===== src/rtl/src_pkg.sv =====
// Shared constants and types of the system reset controller.
// Assumes a 32-bit AXI4-Lite register port and one master clock.
package src_pkg;

    // ------------------------------------------------------------
    // Register map (byte addresses)
    // ------------------------------------------------------------
    localparam int          ADDR_W          = 4;
    localparam logic [3:0]  REG_CTRL        = 4'h0;
    localparam logic [3:0]  REG_STATUS      = 4'h4;
    localparam logic [3:0]  REG_MODE        = 4'h8;
    localparam logic [7:0]  WR_KEY          = 8'hA5;
    localparam int          KEY_LSB         = 24;
    localparam logic [3:0]  STRB_FULL       = 4'hF;
    localparam logic [1:0]  RESP_OKAY       = 2'h0;
    localparam logic [1:0]  RESP_SLVERR     = 2'h2;

    // ------------------------------------------------------------
    // Field positions
    // ------------------------------------------------------------
    localparam int          CR_CPU_BIT      = 0;
    localparam int          CR_PERIPH_BIT   = 2;
    localparam int          CR_PIN_BIT      = 3;
    localparam int          SR_SEEN_BIT     = 0;
    localparam int          SR_CAUSE_LSB    = 8;
    localparam int          SR_LEVEL_BIT    = 16;
    localparam int          SR_PEND_BIT     = 17;
    localparam int          MR_EN_BIT       = 0;
    localparam int          MR_IRQ_EN_BIT   = 4;
    localparam int          MR_LEN_LSB      = 8;
    localparam int          LEN_W           = 4;

    // ------------------------------------------------------------
    // Reset causes and timing
    // ------------------------------------------------------------
    localparam logic [2:0]  CAUSE_GENERAL   = 3'h0;
    localparam logic [2:0]  CAUSE_BACKUP    = 3'h1;
    localparam logic [2:0]  CAUSE_WDOG      = 3'h2;
    localparam logic [2:0]  CAUSE_SOFT      = 3'h3;
    localparam logic [2:0]  CAUSE_USER      = 3'h4;
    localparam int          EXT_W           = 17;
    localparam logic [EXT_W-1:0] EXT_ONE    = 17'h00001;
    localparam logic [EXT_W-1:0] EXT_GEN    = 17'h00002;
    localparam logic [1:0]  CNT_LAST        = 2'h2;

    typedef enum logic [2:0] {
        ST_IDLE, ST_GEN, ST_BACKUP, ST_WDOG, ST_SW, ST_USER
    } src_state_t;

    typedef struct packed {
        logic              s1, s2, s3, slowLvl;
        logic              n1, n2, n3, pinLvl;
        logic [1:0]        pinSlow;
        src_state_t        st;
        logic [1:0]        cnt;
        logic [EXT_W-1:0]  extCnt;
        logic              extMask;
        logic              swPend, swProc, swPer, wdCpu;
        logic              procAct, perAct, seen;
        logic [2:0]        cause, pendCause;
        logic              pin_reset_enable, pin_reset_irq_enable;
        logic [LEN_W-1:0]  ext_reset_len_exp;
        logic              awHeld, wHeld, bvalid, rvalid;
        logic [ADDR_W-1:0] awAddr;
        logic [31:0]       wData, rdata;
        logic [3:0]        wStrb;
        logic [1:0]        bresp, rresp;
    } src_regs_t;

endpackage


===== src/rtl/src_reset_ctrl.sv =====
// System reset controller: reset arbitration, pin shaping, cause record.
// Assumes slowRefClock and the reset pin are asynchronous to mclk; the
// supply, backup and watchdog inputs come from logic on mclk.
//
// The register addresses and the AXI4-Lite slave port are this design's own decisions.
`timescale 1ns/10ps

module src_reset_ctrl
    import src_pkg::*;
(
    // Clock and reset
    input  wire logic        mclk,
    input  wire logic        reset,
    // Slow reference clock, sampled as a level
    input  wire logic        slowRefClock,
    // Supply controller and watchdog
    input  wire logic        coreSupplyResetN,
    input  wire logic        backupReturnReset,
    input  wire logic        chipOffMode,
    input  wire logic        wdogFault,
    input  wire logic        wdogCpuOnly,
    input  wire logic        wdogResetEnable,
    // Reset outputs
    output logic             procResetN,
    output logic             periphResetN,
    output logic             cpuClockEn,
    output logic             rstcIrq,
    // External reset pin
    input  wire logic        nrstIn,
    output logic             nrstOut,
    output logic             nrstOe,
    // AXI4-Lite write
    input  wire logic [31:0] awaddr,
    input  wire logic        awvalid,
    output logic             awready,
    input  wire logic [31:0] wdata,
    input  wire logic [3:0]  wstrb,
    input  wire logic        wvalid,
    output logic             wready,
    output logic [1:0]       bresp,
    output logic             bvalid,
    input  wire logic        bready,
    // AXI4-Lite read
    input  wire logic [31:0] araddr,
    input  wire logic        arvalid,
    output logic             arready,
    output logic [31:0]      rdata,
    output logic [1:0]       rresp,
    output logic             rvalid,
    input  wire logic        rready
);

    // ------------------------------------------------------------
    // State
    // ------------------------------------------------------------
    localparam src_regs_t RST_STATE = '{
        s1: 1'b0, s2: 1'b0, s3: 1'b0, slowLvl: 1'b0,
        n1: 1'b1, n2: 1'b1, n3: 1'b1, pinLvl: 1'b1,
        pinSlow: 2'h3, st: ST_GEN, cnt: 2'h0, extCnt: EXT_GEN,
        extMask: 1'b1, swPend: 1'b0, swProc: 1'b0, swPer: 1'b0,
        wdCpu: 1'b0, procAct: 1'b1, perAct: 1'b1, seen: 1'b0,
        cause: CAUSE_GENERAL, pendCause: CAUSE_GENERAL,
        pin_reset_enable: 1'b0, pin_reset_irq_enable: 1'b0, ext_reset_len_exp: 4'h0,
        awHeld: 1'b0, wHeld: 1'b0, bvalid: 1'b0, rvalid: 1'b0,
        awAddr: 4'h0, wData: 32'h00000000, rdata: 32'h00000000,
        wStrb: 4'h0, bresp: 2'h0, rresp: 2'h0
    };

    src_regs_t        q;
    src_regs_t        next_q;
    logic             tick;
    logic             doWrite;
    logic             keyOk;
    logic             swCmd;
    logic             userTrig;
    logic             extLoad;
    logic             stepOk;
    logic             clrSeen;
    logic [EXT_W-1:0] extLen;

    // ------------------------------------------------------------
    // Next-state logic
    // ------------------------------------------------------------
    always_comb begin
        next_q = q;
        stepOk = 1'b0;
        extLoad = 1'b0;
        clrSeen = 1'b0;

        // Slow clock and pin pass three flops; a change counts on agreement
        next_q.s1 = slowRefClock;
        next_q.s2 = q.s1;
        next_q.s3 = q.s2;
        if (q.s2 == q.s3) begin
            next_q.slowLvl = q.s3;
        end
        tick = !q.slowLvl && next_q.slowLvl;
        next_q.n1 = nrstIn;
        next_q.n2 = q.n1;
        next_q.n3 = q.n2;
        if (q.n2 == q.n3) begin
            next_q.pinLvl = q.n3;
        end
        if (tick) begin
            next_q.pinSlow = {q.pinSlow[0], q.pinLvl};
        end

        // Register bus: address and data taken in either order
        if (awvalid && !q.awHeld) begin
            next_q.awHeld = 1'b1;
            next_q.awAddr = awaddr[ADDR_W-1:0];
        end
        if (wvalid && !q.wHeld) begin
            next_q.wHeld = 1'b1;
            next_q.wData = wdata;
            next_q.wStrb = wstrb;
        end
        if (q.bvalid && bready) begin
            next_q.bvalid = 1'b0;
        end
        doWrite = q.awHeld && q.wHeld && !q.bvalid;
        keyOk = (q.wData[KEY_LSB +: 8] == WR_KEY) && (q.wStrb == STRB_FULL);
        if (doWrite) begin
            next_q.awHeld = 1'b0;
            next_q.wHeld = 1'b0;
            next_q.bvalid = 1'b1;
            next_q.bresp = RESP_OKAY;
            if (q.awAddr != REG_CTRL && q.awAddr != REG_STATUS && q.awAddr != REG_MODE) begin
                next_q.bresp = RESP_SLVERR;
            end
            if (q.awAddr == REG_MODE && keyOk) begin
                next_q.pin_reset_enable = q.wData[MR_EN_BIT];
                next_q.pin_reset_irq_enable = q.wData[MR_IRQ_EN_BIT];
                next_q.ext_reset_len_exp = q.wData[MR_LEN_LSB +: LEN_W];
            end
        end
        // Pending flag or busy state drops the command silently
        swCmd = doWrite && keyOk && (q.awAddr == REG_CTRL) && !q.swPend
              && (q.st == ST_IDLE)
              && (q.wData[CR_CPU_BIT] || q.wData[CR_PERIPH_BIT] || q.wData[CR_PIN_BIT]);

        if (q.rvalid && rready) begin
            next_q.rvalid = 1'b0;
        end
        if (arvalid && !q.rvalid) begin
            next_q.rvalid = 1'b1;
            next_q.rresp = RESP_OKAY;
            next_q.rdata = 32'h00000000;
            unique case (araddr[ADDR_W-1:0])
                REG_CTRL: ;
                REG_STATUS: begin
                    next_q.rdata[SR_SEEN_BIT] = q.seen;
                    next_q.rdata[SR_CAUSE_LSB +: 3] = q.cause;
                    next_q.rdata[SR_LEVEL_BIT] = q.pinLvl;
                    next_q.rdata[SR_PEND_BIT] = q.swPend;
                    clrSeen = 1'b1;
                end
                REG_MODE: begin
                    next_q.rdata[MR_EN_BIT] = q.pin_reset_enable;
                    next_q.rdata[MR_IRQ_EN_BIT] = q.pin_reset_irq_enable;
                    next_q.rdata[MR_LEN_LSB +: LEN_W] = q.ext_reset_len_exp;
                end
                default: next_q.rresp = RESP_SLVERR;
            endcase
        end

        // A new falling edge beats the read clear
        next_q.seen = (q.seen && !clrSeen) || (q.pinLvl && !next_q.pinLvl);

        // Progress of the current reset state
        unique case (q.st)
            ST_IDLE: ;
            ST_GEN:    stepOk = coreSupplyResetN && tick;
            ST_BACKUP: stepOk = !backupReturnReset && tick;
            ST_WDOG:   stepOk = tick;
            ST_SW:     stepOk = tick;
            ST_USER: begin
                // Resync shift must show high before startup count runs
                if (!q.pinSlow[1]) begin
                    next_q.cnt = 2'h0;
                end else begin
                    stepOk = tick;
                end
            end
        endcase
        if (stepOk) begin
            if (q.cnt == CNT_LAST) begin
                next_q.st = ST_IDLE;
                next_q.swPend = 1'b0;
                if (q.procAct) begin
                    next_q.cause = q.pendCause;
                end
            end else begin
                next_q.cnt = q.cnt + 2'h1;
            end
        end

        // Own pulses and their resync tail are masked from user detection
        userTrig = tick && (q.st == ST_IDLE) && q.pin_reset_enable && !q.pinSlow[1]
                 && !q.extMask && (q.extCnt == '0);

        // Entry, highest source first
        if (!coreSupplyResetN) begin
            next_q.st = ST_GEN;
            next_q.cnt = 2'h0;
            next_q.pendCause = CAUSE_GENERAL;
            next_q.swPend = 1'b0;
            next_q.pin_reset_enable = 1'b0;
            next_q.pin_reset_irq_enable = 1'b0;
            next_q.ext_reset_len_exp = 4'h0;
            extLoad = 1'b1;
        end else if (backupReturnReset && q.st != ST_GEN) begin
            next_q.st = ST_BACKUP;
            next_q.cnt = 2'h0;
            next_q.pendCause = CAUSE_BACKUP;
            next_q.swPend = 1'b0;
            extLoad = (q.st != ST_BACKUP);
        end else if (wdogFault && wdogResetEnable
                     && (q.st == ST_IDLE || q.st == ST_SW)) begin
            next_q.st = ST_WDOG;
            next_q.cnt = 2'h0;
            next_q.pendCause = CAUSE_WDOG;
            next_q.wdCpu = wdogCpuOnly;
            next_q.swPend = 1'b0;
            extLoad = !wdogCpuOnly;
        end else if (swCmd) begin
            next_q.st = ST_SW;
            next_q.cnt = 2'h0;
            next_q.pendCause = CAUSE_SOFT;
            next_q.swPend = 1'b1;
            next_q.swProc = q.wData[CR_CPU_BIT];
            next_q.swPer = q.wData[CR_PERIPH_BIT];
            extLoad = q.wData[CR_PIN_BIT];
        end else if (userTrig) begin
            next_q.st = ST_USER;
            next_q.cnt = 2'h0;
            next_q.pendCause = CAUSE_USER;
            extLoad = 1'b1;
        end

        // Pin pulse shaping
        extLen = EXT_ONE << ({1'b0, q.ext_reset_len_exp} + 5'h01);
        if (extLoad) begin
            next_q.extCnt = extLen;
            next_q.extMask = 1'b1;
        end else if (tick && q.extCnt != '0 && coreSupplyResetN) begin
            next_q.extCnt = q.extCnt - EXT_ONE;
        end else if (tick && q.extCnt == '0 && q.pinSlow[1]) begin
            next_q.extMask = 1'b0;
        end

        // Reset lines follow the next state
        unique case (next_q.st)
            ST_IDLE: begin
                next_q.procAct = 1'b0;
                next_q.perAct = 1'b0;
            end
            ST_GEN, ST_BACKUP, ST_USER: begin
                next_q.procAct = 1'b1;
                next_q.perAct = 1'b1;
            end
            ST_WDOG: begin
                next_q.procAct = 1'b1;
                next_q.perAct = !next_q.wdCpu;
            end
            ST_SW: begin
                next_q.procAct = next_q.swProc;
                next_q.perAct = next_q.swPer;
            end
        endcase
    end

    always_ff @(posedge mclk or posedge reset) begin
        if (reset) begin
            q <= RST_STATE;
        end else begin
            q <= next_q;
        end
    end

    // ------------------------------------------------------------
    // Outputs
    // ------------------------------------------------------------
    assign procResetN = !q.procAct;
    assign periphResetN = !q.perAct;
    assign cpuClockEn = !(q.st == ST_USER && !q.pinSlow[1]);
    assign rstcIrq = q.seen && !q.pin_reset_enable && q.pin_reset_irq_enable;
    assign nrstOut = 1'b0;
    // Off mode floats the pin regardless of the pulse counter
    assign nrstOe = (q.extCnt != '0) && !chipOffMode;
    assign awready = !q.awHeld;
    assign wready = !q.wHeld;
    assign bvalid = q.bvalid;
    assign bresp = q.bresp;
    assign arready = !q.rvalid;
    assign rvalid = q.rvalid;
    assign rdata = q.rdata;
    assign rresp = q.rresp;
endmodule // src_reset_ctrl


===== config.mk =====
export PLATFORM = sky130hd
export DESIGN_NAME = src_reset_ctrl
export DESIGN_NICKNAME = d
export VERILOG_FILES = /design/src/rtl/src_pkg.sv /design/src/rtl/src_reset_ctrl.sv
export SDC_FILE = /design/constraint.sdc
export NUM_CORES = 1
export LEC_CHECK = 0
export BUFFER_PORTS_ARGS = -buffer_cell sky130_fd_sc_hd__buf_2
export CAP_MARGIN = 20
export CORE_MARGIN = 2
export CORE_UTILIZATION = 54
export CTS_CLUSTER_SIZE = 28
export DETAILED_ROUTE_END_ITERATION = 6
export PLACE_DENSITY = 0.86
export SLEW_MARGIN = 10
export SYNTH_ARGS = -nofsm -noshare
export SYNTH_HDL_FRONTEND = slang
export SYNTH_SLANG_ARGS = --single-unit

===== constraint.sdc =====
create_clock -name mclk -period 6.5 [get_ports mclk]
set_input_delay 1.3 -clock mclk [delete_from_list [all_inputs] [get_ports mclk]]
set_output_delay 1.3 -clock mclk [all_outputs]
set_load 0.005 [all_outputs]

# Word-level counts from Yosys, hierarchy flattened
# Index checks and enable logic that the tools add are counted.
word_totals:
  word_cells: 202
  in_bits: 115
  ff_bits: 108
classes:
  n_shift: 1
  n_mux: 56
  n_eq_ne: 28
  addsub: 3
  n_reduce_logical: 79
ops:
  columns: ["cell", "n"]
  rows:
  - ["$logic_and A1 B1 Y1", 37]
  - ["$mux W5", 6]
  - ["$mux W3", 9]
  - ["$mux W1", 25]
  - ["$logic_not A1 Y1", 18]
  - ["$mux W18", 1]
  - ["$logic_not A17 Y1", 1]
  - ["$mux W17", 1]
  - ["$reduce_bool A17 Y1", 1]
  - ["$shl A1 B5 Y17 const A", 1]
  - ["$sub A17 B1 Y17 const B", 1]
  - ["$ne A5 B1 Y1 const B", 3]
  - ["$mux W2", 7]
  - ["$eq A3 B2 Y1 const B", 4]
  - ["$eq A3 B3 Y1 const B", 4]
  - ["$eq A4 B4 Y1 const B", 3]
  - ["$mux W6", 2]
  - ["$reduce_bool A2 Y1", 6]
  - ["$mux W9", 1]
  - ["$eq A8 B8 Y1 const B", 1]
  - ["$logic_not A4 Y1", 2]
  - ["$pmux W2 S4", 1]
  - ["$eq A3 B1 Y1 const B", 2]
  - ["$logic_not A3 Y1", 2]
  - ["20 further kinds", 28]

# Depth between registers and ports, before layout
logic_depth:
  word_depth: 16
  ltp_mapped: 10
  mapped_depth_nobuf: 9

# Worst setup path after synthesis
# No wires, ideal clock.
synth_path:
  path_kind: "input to output"
  from: "input port chipOffMode"
  to: "output port nrstOe"
  stages: 1
  n_path_buf: 0
  required_ns: 5.200
  setup_slack_ns: 3.794
  t_arrival_ns: 1.406
  cell_sequence: "nor2_1"
synth_via:
  elab_chain_cells: 2
synth_rtl:
  columns: ["element", "line", "rtl"]
  rows:
  - ["start, declared", "src_reset_ctrl.sv:19", "input wire logic chipOffMode,"]
  - ["$logic_not A1 Y1", "src_reset_ctrl.sv:290", "assign nrstOe = (q.extCnt != '0) && !chipOffMode;"]
  - ["$logic_and A1 B1 Y1", "src_reset_ctrl.sv:290", null]
  - ["end, declared", "src_reset_ctrl.sv:31", "output logic nrstOe,"]
# No other way between the ends.

# Worst setup path after layout
layout_path:
  from: "register q[100] (netlist bit)"
  to: "output port nrstOe"
layout_via:
  elab_chain_cells: 2
layout_rtl:
  columns: ["element", "line", "rtl"]
  rows:
  - ["start, declared", "src_reset_ctrl.sv:69", "src_regs_t q;"]
  - ["start signal, assigned", "src_reset_ctrl.sv:277", "q <= next_q;"]
  - ["$reduce_bool A17 Y1", "src_reset_ctrl.sv:290", null]
  - ["$logic_and A1 B1 Y1", "src_reset_ctrl.sv:290", null]
# No other way between the ends.

==> metrics.cfg <==
[global_route]
grt_pass1_wl_mm=14.4
grt_use_total_pct=20.5
antenna_found_initial=0
grt_pass1_vias=3099
gr-total-overflow=0
grt_max_degree=91

[sta]
setup-tns-final_ps=0
fmax_mhz=303
slew_violations=0
worst_pin_slew_ps=763
clock_skew_ps=11.0
fin_ws_ps=3200
hold_viol_final=0
grt_setup_unrepaired=false
fin_crit_sh_pct=50.8
setup_violations=0
whs_ps=359
relSlewSlack_pct=49.0
finalCriticalPeriod_ps=3300

[power_and_ir_drop]
leakagePower_nw=2.39
finalPower_mw=1.44
pwr_density_cell_nw_per_um2=288
ir_worst_vdd_mv=0.207

[routing]
routed_via_density=5.46
drtPass1Iterations=4
wl_mm=8.83
vias=3180
ant_nets=0
drtIter0Drc=239
wl_per_cell_um=15.2
drc=0

[cts]
htreeDepth=3
cts-root-buf=clkbuf_8
cts_setup_buffers=0
cts_buffer_depth=2
cts_tree=yes
worstSkewPairLatency_ps=370
cts_sinks=90
cts_hold_buf=0
path_clk_slew_ps=90
cts_resized=0
numCtsBuffers=9

[setup_path]
crit_required_ps=5200
path_cells=inv_1, ha_1, nor3b_1, nand2_1, nor2_1, nor2_1, buf_2
end_kind=output pin
cp-start-kind=flop
crit_type=flop to output pin
crit_top_cell=nor2_1
crit_arrival_ps=2000
cp_max_fo=6
critPathSlowestCell=dfrtp_1
slowest_delay_ps=430

[synth]
ys_ff_latch=90
synthMuxAreaShare_pct=10.9
async_flop_share_pct=100
synth_xor_area_share_pct=3.27
syn_area_um2=4560
ys_warn_count=0
synth-edff-count=0
synthCells=421
dominantRegCellSynth=dfrtp_1
seq_area_frac_synth_pct=49.7
synthSimpleGateAreaFrac_pct=16.7
yosys.area.top_type=dfrtp_1
synth_compound_area_share_pct=8.71
ys_top_cells_by_area=dfrtp_1 43%, mux2_2 6.9%, dfstp_2 6.3%
synthAdderAreaFrac_pct=0.769
synth.avg_cell_area_um2=10.8
synth_top_area_share_pct=43.4
ys_top_cells_by_count=79 x dfrtp_1, 37 x buf_4, 36 x nand2_1
yosysMostFrequentCell=dfrtp_1
yosys.cell_types.count=57
synth_top_family_by_area=simple AND/OR/NAND/NOR gates

[final_layout]
fin_nets=589
syn_to_final_growth_pct=9.83
drive_gt1_share_pct=27.0
fin_util_pct=60.9
diodes=0

[floorplan]
die_h_um=95.9
design.core.area_um2=8220
die_x_um=95.9
die-area_um2=9190
io_pins=162
initial_utilization_pct=55.4
std_cell_rows=33

[placed_design]
place_congestion=0.880
port_buffers=62
pre_cts_ws_ps=3270
detailed_place_hpwl_mm=6.52

[outcome]
status=finished clean

[hold_path]
worstHoldPathType=flop to flop

[run]
maxCapViolations=0

==> cell families (layout without fill, tap and decap cells) <==
family | Yosys count | count (layout)
AOI/OAI and AO/OA | 55 | 55
buffers and inverters | 73 | 103
xor gates and xnor gates | 17 | 17
adders and majority gates | 3 | 3
DFF | 90 | 90
and+or+nand+nor | 136 | 136
other | 1 | 27
muxes | 46 | 46
==> sequential cells by signal, summed over array words and instances, names as in the netlist <==
name,cells
q,74
rresp,1
bresp,1
next_q,4
rvalid,1
bvalid,1
rdata,8
==> power by group <==
group          switching (mW)  leakage [nW]  total (mW)  internal, mW
combinational           0.125          1.15       0.270         0.146
sequential             0.0722          1.13       0.744         0.672
clock                   0.205         0.110       0.424         0.219
==> metal layers <==
metal  part of all wire (%)  global-route usage [%]  vias up
met4                    1.5                    7.14        0
met3                    8.0                    5.56       14
met1                     41                    25.4     1537
li1                       -                       -     1502
met5                      0                       0        -
met2                     49                    34.6      127
==> stage by stage <==
step	std cells	instance area [µm²]
4_1_cts	580	4970
6_report	582	5000
3_3_place_gp	564	4750
5_1_grt	582	5000
2_1_floorplan	447	4650
3_5_place_dp	564	4750
==> final timing paths <==
path	endpoint	depth (start not counted)	slack [ps]	startpoint
setup / recovery	nrstOe	7	3200	q[100]
setup reg to reg	q[103]	9	3820	q[100]
min in group asynchronous	q[66]	3	1050	reset
max in group asynchronous	q[94]	4	4760	reset
hold reg to reg	next_q[129]	0	360	next_q[130]
hold / removal	next_q[129]	0	360	next_q[130]
==> cells in the final DEF, fill, tap and decap left out, types with 3 or more instances in the layout <==
cell      instances
dfrtp_1          79
nand3b_1          5
nand4_1           6
nand2_1          36
conb_1           27
dfstp_2          11
a21oi_1           5
clkbuf_8          9
nor3b_1           6
mux2_2           28
and4b_1           3
nor2_1           27
a222oi_1          4
o21ai_0          15
nor3_1            9
inv_1            20
mux2i_1          17
xor2_1            4
buf_2            62
a211oi_1          3
nor4_1            5
o211ai_1          3
or3_1             4
a22o_1           10
nand3_1           9
xnor2_1          13
nor2b_1           9
nor4_4            3
==> worst max-delay path: cells and delay by family (launching register included) <==
kind | cells | cell delay, ps
AND/OR/NAND/NOR | 4 | 830
flip-flops | 1 | 430
buffers and inverters | 2 | 220
adder cells (fa/ha/maj) | 1 | 150
==> final cells by class <==
type	count	area, µm²
fill	688	3210
sequential	90	2270
multi-input combinational	284	1940
timing repair buffer	66	360
tap	105	131
clock buffer	9	124
clock inverter	7	98.8
inverter	21	80.1
(Power assumes the default switching activity.)
